## src/pvic_pkg.sv

```systemverilog
package pvic_pkg;

  // ----------------------------------------------------------------
  // Register offsets (byte addresses)
  // ----------------------------------------------------------------
  localparam logic [7:0] ADDR_CTRL_FOUR   = 8'h00;
  localparam logic [7:0] ADDR_FLAGS       = 8'h04;
  localparam logic [7:0] ADDR_EVT_STATUS  = 8'h08;
  localparam logic [7:0] ADDR_EVT_ENABLE  = 8'h0C;
  localparam logic [7:0] ADDR_EVT_CLEAR   = 8'h10;
  localparam logic [7:0] ADDR_SAVED_FLAGS = 8'h14;

  // ----------------------------------------------------------------
  // Field positions
  // ----------------------------------------------------------------
  localparam int POS_PVI_ENABLE = 1;
  localparam int POS_IF         = 9;
  localparam int POS_V86        = 17;
  localparam int POS_VIF        = 19;
  localparam int POS_VIP        = 20;

  localparam int POS_EVT_GP     = 0;
  localparam int POS_EVT_DELIV  = 1;
  localparam int POS_EVT_V86_IN = 2;
  localparam int POS_EVT_V86_EX = 3;
  localparam int EVT_W          = 4;

  // ----------------------------------------------------------------
  // Levels and vectors
  // ----------------------------------------------------------------
  localparam logic [1:0] PL_USER          = 2'h3;
  localparam logic [1:0] PL_KERNEL        = 2'h0;
  localparam logic [7:0] VEC_MASKABLE_LO  = 8'h20;
  localparam logic [7:0] VEC_NMI          = 8'h02;

  // ----------------------------------------------------------------
  // Reset values
  // ----------------------------------------------------------------
  localparam logic       RST_PVI_ENABLE   = 1'b0;
  localparam logic       RST_IF           = 1'b0;
  localparam logic       RST_VIF          = 1'b0;
  localparam logic       RST_VIP          = 1'b0;
  localparam logic       RST_V86          = 1'b0;
  localparam logic [3:0] RST_EVT          = 4'h0;
  localparam logic [31:0] RST_WORD        = 32'h0000_0000;

  // ----------------------------------------------------------------
  // Instruction operations from the core
  // ----------------------------------------------------------------
  typedef enum logic [2:0] {
    OP_NONE      = 3'b000,
    OP_CLEAR_INT = 3'b001,
    OP_SET_INT   = 3'b010,
    OP_PUSH_FLG  = 3'b011,
    OP_POP_FLG   = 3'b100,
    OP_INT_RET   = 3'b101,
    OP_CALL_PRIV = 3'b110,
    OP_TASK_SW   = 3'b111
  } pvic_op_e;

endpackage : pvic_pkg

```

## src/pvic_ctl.sv

```systemverilog
// Overview of operation
// - Enabled, level 3, io level below 3: clear/set act on virtual flag only, no fault except set with virtual pending
// - Enabled mode: maskable interrupt with virtual flag clear still reaches the handler
// - Enabled mode: set with virtual pending raises a protection fault
// - Only vectors 32 to 255 are masked, by the real flag alone; NMI and exceptions unchanged
// - Not enabled mode: clear/set fault when current level exceeds io level
// - Not enabled, io level 3: clear/set change the real interrupt enable flag
// - Push, pop flags and interrupt return keep legacy behaviour in every mode
// - Virtual flag and pending are never examined unless current level is 3
// - Enabled, outside v86: privilege-changing call leaves flags untouched
// - Enter v86 only by task switch or return, leave by fault or interrupt delivery, saving flags
`timescale 1ns/1ps
`default_nettype none

module pvic_ctl (
  input  wire logic        clk_i,
  input  wire logic        rst_i,
  // Wishbone slave
  input  wire logic        wb_cyc_i,
  input  wire logic        wb_stb_i,
  input  wire logic        wb_we_i,
  input  wire logic [7:0]  wb_adr_i,
  input  wire logic [3:0]  wb_sel_i,
  input  wire logic [31:0] wb_dat_i,
  output logic      [31:0] wb_dat_o,
  output logic             wb_ack_o,
  // Core instruction port
  input  wire logic        instr_valid_i,
  input  wire logic [2:0]  instr_op_i,
  input  wire logic [1:0]  current_privilege_level_i,
  input  wire logic [1:0]  io_privilege_level_i,
  input  wire logic [31:0] flags_load_i,
  // Interrupt request port
  input  wire logic        intr_req_i,
  input  wire logic [7:0]  intr_vector_i,
  input  wire logic        nmi_req_i,
  // Outputs
  output logic             general_protection_fault_o,
  output logic             intr_deliver_o,
  output logic      [7:0]  intr_deliver_vector_o,
  output logic             push_valid_o,
  output logic      [31:0] push_data_o,
  output logic      [31:0] flags_register_o,
  output logic             irq_o
);

  // ----------------------------------------------------------------
  // Helpers
  // ----------------------------------------------------------------
  function automatic logic virt_mode(input logic protected_virtual_intr_enable, input logic [1:0] current_privilege_level, input logic [1:0] io_privilege_level);
    virt_mode = protected_virtual_intr_enable && (current_privilege_level == pvic_pkg::PL_USER) && (io_privilege_level != pvic_pkg::PL_USER);
  endfunction : virt_mode

  function automatic logic [31:0] merge_sel(input logic [31:0] old, input logic [31:0] nw,
                                            input logic [3:0] sel);
    merge_sel = old;
    for (int i = 0; i < 4; i++) begin
      if (sel[i]) begin
        merge_sel[i*8 +: 8] = nw[i*8 +: 8];
      end
    end
  endfunction : merge_sel

  function automatic logic [31:0] pack_flags(input logic f_if, input logic f_v86,
                                             input logic f_vif, input logic f_vip);
    pack_flags = pvic_pkg::RST_WORD;
    pack_flags[pvic_pkg::POS_IF]  = f_if;
    pack_flags[pvic_pkg::POS_V86] = f_v86;
    pack_flags[pvic_pkg::POS_VIF] = f_vif;
    pack_flags[pvic_pkg::POS_VIP] = f_vip;
  endfunction : pack_flags

  // ----------------------------------------------------------------
  // State
  // ----------------------------------------------------------------
  logic                         pvi_reg;
  logic                         if_reg;
  logic                         vif_reg;
  logic                         vip_reg;
  logic                         v86_reg;
  logic [31:0]                  saved_flags_reg;
  logic [pvic_pkg::EVT_W-1:0]   evt_status_reg;
  logic [pvic_pkg::EVT_W-1:0]   evt_enable_reg;
  logic                         ack_reg;
  logic [31:0]                  rdata_reg;
  logic                         gp_reg;
  logic                         deliv_reg;
  logic [7:0]                   deliv_vec_reg;
  logic                         push_valid_reg;
  logic [31:0]                  push_data_reg;
  logic                         irq_reg;

  // ----------------------------------------------------------------
  // Instruction decode
  // ----------------------------------------------------------------
  wire logic [1:0] current_privilege_level        = current_privilege_level_i;
  wire logic [1:0] io_privilege_level       = io_privilege_level_i;
  wire logic       vmode      = virt_mode(pvi_reg, current_privilege_level, io_privilege_level);
  wire logic       is_cli     = instr_valid_i && (instr_op_i == pvic_pkg::OP_CLEAR_INT);
  wire logic       is_sti     = instr_valid_i && (instr_op_i == pvic_pkg::OP_SET_INT);
  wire logic       is_push_flags_instr   = instr_valid_i && (instr_op_i == pvic_pkg::OP_PUSH_FLG);
  wire logic       is_pop_flags_instr    = instr_valid_i && (instr_op_i == pvic_pkg::OP_POP_FLG);
  wire logic       is_intr_return_instr    = instr_valid_i && (instr_op_i == pvic_pkg::OP_INT_RET);
  wire logic       is_tsw     = instr_valid_i && (instr_op_i == pvic_pkg::OP_TASK_SW);
  wire logic       cli_sti    = is_cli || is_sti;
  wire logic       user_lvl   = (current_privilege_level == pvic_pkg::PL_USER);
  // Virtual bits are only looked at from user level
  wire logic       vip_seen   = user_lvl && vip_reg;
  wire logic       legacy_ok  = (current_privilege_level <= io_privilege_level);
  wire logic       virt_gp    = vmode && is_sti && vip_seen;
  wire logic       legacy_gp  = !vmode && cli_sti && !legacy_ok;
  wire logic       gp_event   = virt_gp || legacy_gp;
  wire logic       virt_write = vmode && cli_sti && !virt_gp;
  wire logic       real_write = !vmode && cli_sti && legacy_ok;
  wire logic       intr_return_instr_sup   = is_intr_return_instr && (current_privilege_level == pvic_pkg::PL_KERNEL);
  wire logic       pop_if_ok  = (is_pop_flags_instr || is_intr_return_instr) && legacy_ok;

  // ----------------------------------------------------------------
  // Interrupt delivery
  // ----------------------------------------------------------------
  // Exceptions and NMI bypass masking; maskable vectors obey only the real flag
  wire logic       vec_mask   = (intr_vector_i >= pvic_pkg::VEC_MASKABLE_LO);
  wire logic       mask_ok    = !vec_mask || if_reg;
  wire logic       take_nmi   = nmi_req_i && !deliv_reg;
  wire logic       take_int   = intr_req_i && mask_ok && !deliv_reg && !take_nmi;
  wire logic       take_any   = take_nmi || take_int;
  wire logic [7:0] take_vec   = take_nmi ? pvic_pkg::VEC_NMI : intr_vector_i;

  // ----------------------------------------------------------------
  // Virtual-8086 entry and exit
  // ----------------------------------------------------------------
  wire logic       v86_load   = flags_load_i[pvic_pkg::POS_V86];
  wire logic       v86_enter  = !v86_reg && (is_tsw || intr_return_instr_sup) && v86_load;
  wire logic       v86_exit   = v86_reg && (gp_event || take_any);
  wire logic [31:0] cur_flags = pack_flags(if_reg, v86_reg, vif_reg, vip_reg);

  // ----------------------------------------------------------------
  // Bus decode
  // ----------------------------------------------------------------
  wire logic       wb_req     = wb_cyc_i && wb_stb_i && !ack_reg;
  wire logic       wb_wr      = wb_req && wb_we_i;
  wire logic       wr_ctrl    = wb_wr && (wb_adr_i == pvic_pkg::ADDR_CTRL_FOUR);
  wire logic       wr_flags   = wb_wr && (wb_adr_i == pvic_pkg::ADDR_FLAGS);
  wire logic       wr_en      = wb_wr && (wb_adr_i == pvic_pkg::ADDR_EVT_ENABLE);
  wire logic       wr_clr     = wb_wr && (wb_adr_i == pvic_pkg::ADDR_EVT_CLEAR);
  wire logic [31:0] ctrl_word = pvi_reg ? (32'h0000_0001 << pvic_pkg::POS_PVI_ENABLE) : pvic_pkg::RST_WORD;
  wire logic [31:0] ctrl_new  = merge_sel(ctrl_word, wb_dat_i, wb_sel_i);
  wire logic [31:0] flags_new = merge_sel(cur_flags, wb_dat_i, wb_sel_i);
  wire logic [31:0] en_new    = merge_sel({28'h000_0000, evt_enable_reg}, wb_dat_i, wb_sel_i);
  wire logic [31:0] clr_word  = merge_sel(pvic_pkg::RST_WORD, wb_dat_i, wb_sel_i);

  logic [31:0] rd_mux;
  always_comb begin
    case (wb_adr_i)
      pvic_pkg::ADDR_CTRL_FOUR:   rd_mux = ctrl_word;
      pvic_pkg::ADDR_FLAGS:       rd_mux = cur_flags;
      pvic_pkg::ADDR_EVT_STATUS:  rd_mux = {28'h000_0000, evt_status_reg};
      pvic_pkg::ADDR_EVT_ENABLE:  rd_mux = {28'h000_0000, evt_enable_reg};
      pvic_pkg::ADDR_SAVED_FLAGS: rd_mux = saved_flags_reg;
      default:                    rd_mux = pvic_pkg::RST_WORD;
    endcase
  end

  // ----------------------------------------------------------------
  // Next values of the flag bits
  // ----------------------------------------------------------------
  // Instruction effects take priority over a bus write in the same cycle
  logic if_next;
  logic vif_next;
  logic vip_next;
  logic v86_next;
  always_comb begin
    if_next  = if_reg;
    vif_next = vif_reg;
    vip_next = vip_reg;
    v86_next = v86_reg;
    if (wr_flags) begin
      if_next  = flags_new[pvic_pkg::POS_IF];
      vif_next = flags_new[pvic_pkg::POS_VIF];
      vip_next = flags_new[pvic_pkg::POS_VIP];
    end
    if (virt_write) begin
      vif_next = is_sti;
    end
    if (real_write) begin
      if_next = is_sti;
    end
    if (pop_if_ok) begin
      if_next = flags_load_i[pvic_pkg::POS_IF];
    end
    if (intr_return_instr_sup || is_tsw) begin
      vif_next = flags_load_i[pvic_pkg::POS_VIF];
      vip_next = flags_load_i[pvic_pkg::POS_VIP];
      if_next  = flags_load_i[pvic_pkg::POS_IF];
    end
    if (v86_enter) begin
      v86_next = 1'b1;
    end
    if (v86_exit) begin
      v86_next = 1'b0;
    end
  end

  // Privilege-changing calls have no path into the flag bits here

  wire logic [pvic_pkg::EVT_W-1:0] evt_set = {v86_exit, v86_enter, take_any, gp_event};
  wire logic [pvic_pkg::EVT_W-1:0] evt_clr = wr_clr ? clr_word[pvic_pkg::EVT_W-1:0] : 4'h0;
  wire logic [pvic_pkg::EVT_W-1:0] evt_next = (evt_status_reg & ~evt_clr) | evt_set;
  wire logic [pvic_pkg::EVT_W-1:0] en_next  = wr_en ? en_new[pvic_pkg::EVT_W-1:0] : evt_enable_reg;
  wire logic                       pvi_next = wr_ctrl ? ctrl_new[pvic_pkg::POS_PVI_ENABLE] : pvi_reg;

  // ----------------------------------------------------------------
  // Flag and control registers
  // ----------------------------------------------------------------
  always_ff @(posedge clk_i) begin
    if (rst_i) begin
      pvi_reg <= pvic_pkg::RST_PVI_ENABLE;
      if_reg  <= pvic_pkg::RST_IF;
      vif_reg <= pvic_pkg::RST_VIF;
      vip_reg <= pvic_pkg::RST_VIP;
      v86_reg <= pvic_pkg::RST_V86;
    end else begin
      pvi_reg <= pvi_next;
      if_reg  <= if_next;
      vif_reg <= vif_next;
      vip_reg <= vip_next;
      v86_reg <= v86_next;
    end
  end

  // Flags image kept across v86 entry and exit
  always_ff @(posedge clk_i) begin
    if (rst_i) begin
      saved_flags_reg <= pvic_pkg::RST_WORD;
    end else if (v86_enter || v86_exit) begin
      saved_flags_reg <= cur_flags;
    end
  end

  // ----------------------------------------------------------------
  // Event status and interrupt output
  // ----------------------------------------------------------------
  always_ff @(posedge clk_i) begin
    if (rst_i) begin
      evt_status_reg <= pvic_pkg::RST_EVT;
      evt_enable_reg <= pvic_pkg::RST_EVT;
      irq_reg        <= 1'b0;
    end else begin
      evt_status_reg <= evt_next;
      evt_enable_reg <= en_next;
      irq_reg        <= |(evt_next & en_next);
    end
  end

  // ----------------------------------------------------------------
  // Core-facing pulses
  // ----------------------------------------------------------------
  always_ff @(posedge clk_i) begin
    if (rst_i) begin
      gp_reg         <= 1'b0;
      deliv_reg      <= 1'b0;
      deliv_vec_reg  <= 8'h00;
      push_valid_reg <= 1'b0;
      push_data_reg  <= pvic_pkg::RST_WORD;
    end else begin
      gp_reg         <= gp_event;
      deliv_reg      <= take_any;
      deliv_vec_reg  <= take_any ? take_vec : deliv_vec_reg;
      push_valid_reg <= is_push_flags_instr;
      push_data_reg  <= is_push_flags_instr ? cur_flags : push_data_reg;
    end
  end

  // ----------------------------------------------------------------
  // Wishbone answer
  // ----------------------------------------------------------------
  always_ff @(posedge clk_i) begin
    if (rst_i) begin
      ack_reg   <= 1'b0;
      rdata_reg <= pvic_pkg::RST_WORD;
    end else begin
      ack_reg   <= wb_req;
      rdata_reg <= wb_req ? rd_mux : rdata_reg;
    end
  end

  assign wb_ack_o                   = ack_reg;
  assign wb_dat_o                   = rdata_reg;
  assign general_protection_fault_o = gp_reg;
  assign intr_deliver_o             = deliv_reg;
  assign intr_deliver_vector_o      = deliv_vec_reg;
  assign push_valid_o               = push_valid_reg;
  assign push_data_o                = push_data_reg;
  assign irq_o                      = irq_reg;

  // Flags view also comes from flip-flops only
  assign flags_register_o = pack_flags(if_reg, v86_reg, vif_reg, vip_reg);

endmodule : pvic_ctl

`default_nettype wire

```

## config.mk

```make
export PLATFORM = sky130hd
export DESIGN_NAME = pvic_ctl
export DESIGN_NICKNAME = d
export VERILOG_FILES = /design/src/pvic_pkg.sv /design/src/pvic_ctl.sv
export SDC_FILE = /design/constraint.sdc
export NUM_CORES = 1
export LEC_CHECK = 0
export BUFFER_PORTS_ARGS = -buffer_cell sky130_fd_sc_hd__buf_2
export CAP_MARGIN = 20
export CORE_MARGIN = 2
export CORE_UTILIZATION = 27
export CTS_CLUSTER_DIAMETER = 50
export DETAILED_ROUTE_END_ITERATION = 8
export PLACE_DENSITY_LB_ADDON = 0.05
export SYNTH_ARGS = -nofsm -noshare
export SYNTH_HDL_FRONTEND = slang
export SYNTH_SLANG_ARGS = --single-unit
```

## constraint.sdc

```tcl
create_clock -name clk_i -period 2.3 [get_ports clk_i]
set_clock_uncertainty 0.1 [all_clocks]
set_input_delay 0.115 -clock clk_i [delete_from_list [all_inputs] [get_ports clk_i]]
set_output_delay 0.115 -clock clk_i [all_outputs]
set_load 0.02 [all_outputs]
```

==> Flow_metrics.wiki <==
{| class="wikitable"
! Metric !! Value
|-
| Number of buffers created by CTS || 5
|-
| Count of flip-flops with a built-in enable after synthesis || 0
|-
| Number of warnings issued by yosys || 0
|-
| TritonCTS clock tree || yes
|-
| Area growth from synthesis to layout || 14.0%
|-
| Number of routed nets with antenna violations || 0
|-
| Final worst slack || 408 ps
|-
| Number of maximum-capacitance constraint violations || 0
|-
| Post-route clock period utilization || 82.3%
|-
| Maximum fanout along the worst path || 3
|-
| Largest net degree at the start of global routing || 19
|-
| Result of the run || completed
|-
| DRC violations left || 0
|-
| DIE WIDTH || 103 um
|-
| Routed via count || 2135
|-
| Fin area || 0.00302 mm2
|-
| Sequential cell area fraction in the yosys report || 31.8%
|-
| Min Clock Period, post-route || 1890 ps
|-
| Setup Slack @ Placement || 207 ps
|-
| Worst min-delay path class || input pin to flip-flop
|-
| Unique cell type count in the Yosys netlist || 53
|-
| Crit end category || flip-flop
|-
| Longest Clk Path Bufs || 2
|-
| Area of the die || 0.0106 mm2
|-
| Post-synthesis async set-or-reset flop share || 0%
|-
| Final setup viols || 0
|-
| Half-perimeter wire length of the detailed placement result || 5.09 mm
|-
| Antenna fix cells || 0
|-
| Final layout net count || 495
|-
| Post-synth top area share || 31.8%
|-
| Std-Cell Core Area || 0.00964 mm2
|-
| Startpoint class of the critical path || flip-flop
|-
| Area of the multi-input gates || 0.00141 mm2
|-
| Resize count post-CTS || 0
|-
| Setup repair after global routing missed its margin || false
|-
| Via count of the first global-routing pass || 1965
|-
| Initial cell density of the core || 27.5%
|-
| Die height || 103 um
|-
| TritonRoute pass-1 iters || 4
|-
| Depth of the CTS H-tree || 2
|-
| Insertion delay to the later sink of the worst-skew pair || 290 ps
|-
| Avg WL per Cell || 12.1 um
|-
| Top_reg_cell synth || dfxtp_1
|-
| Library cell with the largest summed area after synthesis || dfxtp_1
|-
| Count of hold-fix buffers inserted at cts || 7
|-
| Ratio of cells with drive above 1 in the final layout || 25.6%
|-
| Max Transition Viols Final || 0
|-
| Overall routed net length || 6.36 mm
|-
| Iter 0 DRT Violations || 62
|-
| Storage element area || 841 um2
|-
| Setup TNS || 0 ps
|-
| Number of buffers added on ports || 73
|-
| Kind of critical path || flip-flop to flip-flop
|-
| Worst path required time || 2370 ps
|-
| Post-synthesis area per instance || 8.54 um2
|-
| Worst VDD drop || 0.000249 V
|-
| Total grt overflow || 0
|-
| Max frequency || 528 MHz
|-
| Data arrival time of the worst path || 1960 ps
|-
| Power per unit of standard cell area || 501 mW/mm2
|-
| Standby leakage power || 1.53 nW
|-
| Boundary Pins || 208
|-
| Number of hold-slack violations in the final timing report || 0
|-
| Placer's final routability congestion estimate || 0.763
|-
| Clock sinks || 42
|-
| First-pass GRT wire length || 9.78 mm
|-
| Number of instances in the synthesized netlist || 310
|-
| CTS root buffer || clkbuf_8
|-
| Measured slew at the worst slew-check pin || 561 ps
|-
| Gr usage total || 11.9%
|-
| Post-CTS Setup Inserts || 0
|-
| Area contributors post-synth || dfxtp_1, buf_4, mux2i_1
|-
| Antenna violations before repair || 0
|-
| Netlist area before placement || 0.00265 mm2
|-
| Clock-pin slew of the registers on the worst-case setup and hold paths || 80 ps
|-
| # fillers || 1072
|-
| Placement-stage cell area || 0.00287 mm2
|-
| Site row count || 36
|-
| Avg Vias per Cell || 4.05
|-
| Flip-flop and latch count after synthesis || 42
|-
| Relative slew slack || 62.5%
|}
==> worst paths after layout <==
check	start	endpoint	cells after the start	slack, ps
worst max-delay path	wb_ack_o	irq_o	5	410
worst min-delay path	intr_vector_i[6]	intr_deliver_vector_o[6]	3	4
worst max register to register	wb_ack_o	irq_o	5	410
worst min register to register	wb_dat_o[1]	wb_dat_o[1]	2	350
==> cells in the final DEF (no fill, tap or decap), drive strengths merged, types with 3 or more instances in the layout <==
master / n
dfxtp: 42
nor2b: 3
a21oi: 13
nor3: 6
inv: 8
dlygate4sd3: 7
mux2i: 17
nand2: 11
buf: 81
conb: 80
o21ai: 7
a22oi: 9
or2: 3
mux2: 4
nand3: 7
nand4: 7
nor2: 42
clkbuf: 7
a211o: 3
==> worst max-delay path, cell delays in order (launching register included) <==
cell and delay, ps:
dfxtp_1 320, or2_2 320, or4_4 550, o211a_1 230, o21bai_1 140, nand4_1 110
==> logic make-up (layout without fill, tap and decap cells) <==
family	Yosys count	after routing	share of synthesized area, %
DFF	42	42	31.8
xor gates and xnor gates	1	1	0.331
buffers and inverters	98	103	26.2
AOI/OAI and AO/OA	49	49	13.1
muxes	21	21	8.13
and+or+nand+nor	96	96	19.3
other	1	80	0.142
adders and majority gates	2	2	0.945
==> power by group <==
part,internal (mW),switching (mW),leakage (nW)
sequential,0.740,0.00884,0.340
combinational,0.0860,0.228,1.15
clock,0.209,0.239,0.0383
==> routing by layer <==
metal  up-vias  GRT usage [%]  wire length, um
li1       1071              -                -
met1       972           15.1             2860
met2        90           20.7             3040
met3         2           3.19              437
met4         0           1.82               19
met5         -              0                0
==> synthesized netlist by cell type, types with 2 or more instances <==
| cell | number |
|---|---|
| mux2_2 | 4 |
| or3_1 | 2 |
| nand3_1 | 7 |
| nand4_1 | 6 |
| inv_1 | 8 |
| o211ai_1 | 2 |
| dfxtp_1 | 42 |
| ha_1 | 2 |
| mux2i_1 | 17 |
| nor2b_1 | 3 |
| clkbuf_1 | 3 |
| or4_4 | 2 |
| nor3_1 | 6 |
| buf_4 | 85 |
| a21oi_1 | 13 |
| or2_2 | 2 |
| nor2_1 | 41 |
| and3_1 | 2 |
| nand3b_1 | 2 |
| and2_1 | 2 |
| nand2_1 | 11 |
| a21o_1 | 2 |
| or3b_1 | 2 |
| o21ai_1 | 2 |
| a211o_1 | 3 |
| o21ai_0 | 4 |
| a22oi_1 | 9 |
==> through the flow <==
step                      power (mW)  std cells  utilization (%)  hold slack, ps
after floorplan                 1.08        389                -             103
after global placement          1.07        513             29.8             250
after detailed placement        1.07        513             29.8             263
after CTS                       1.54        527             31.3           0.798
after global routing            1.62        527             31.3            17.8
final                           1.51        527             31.3            4.29
==> area by class of cell <==
cell class	instances	share of cell area [%]
Inverter	8	0.995
Sequential cell	42	27.9
Tap cell	133	5.52
Multi-Input combinational cell	249	46.7
Timing Repair Buffer	88	16.4
Clock buffer	7	2.53
Note: power is estimated with default switching activity, not from simulation.
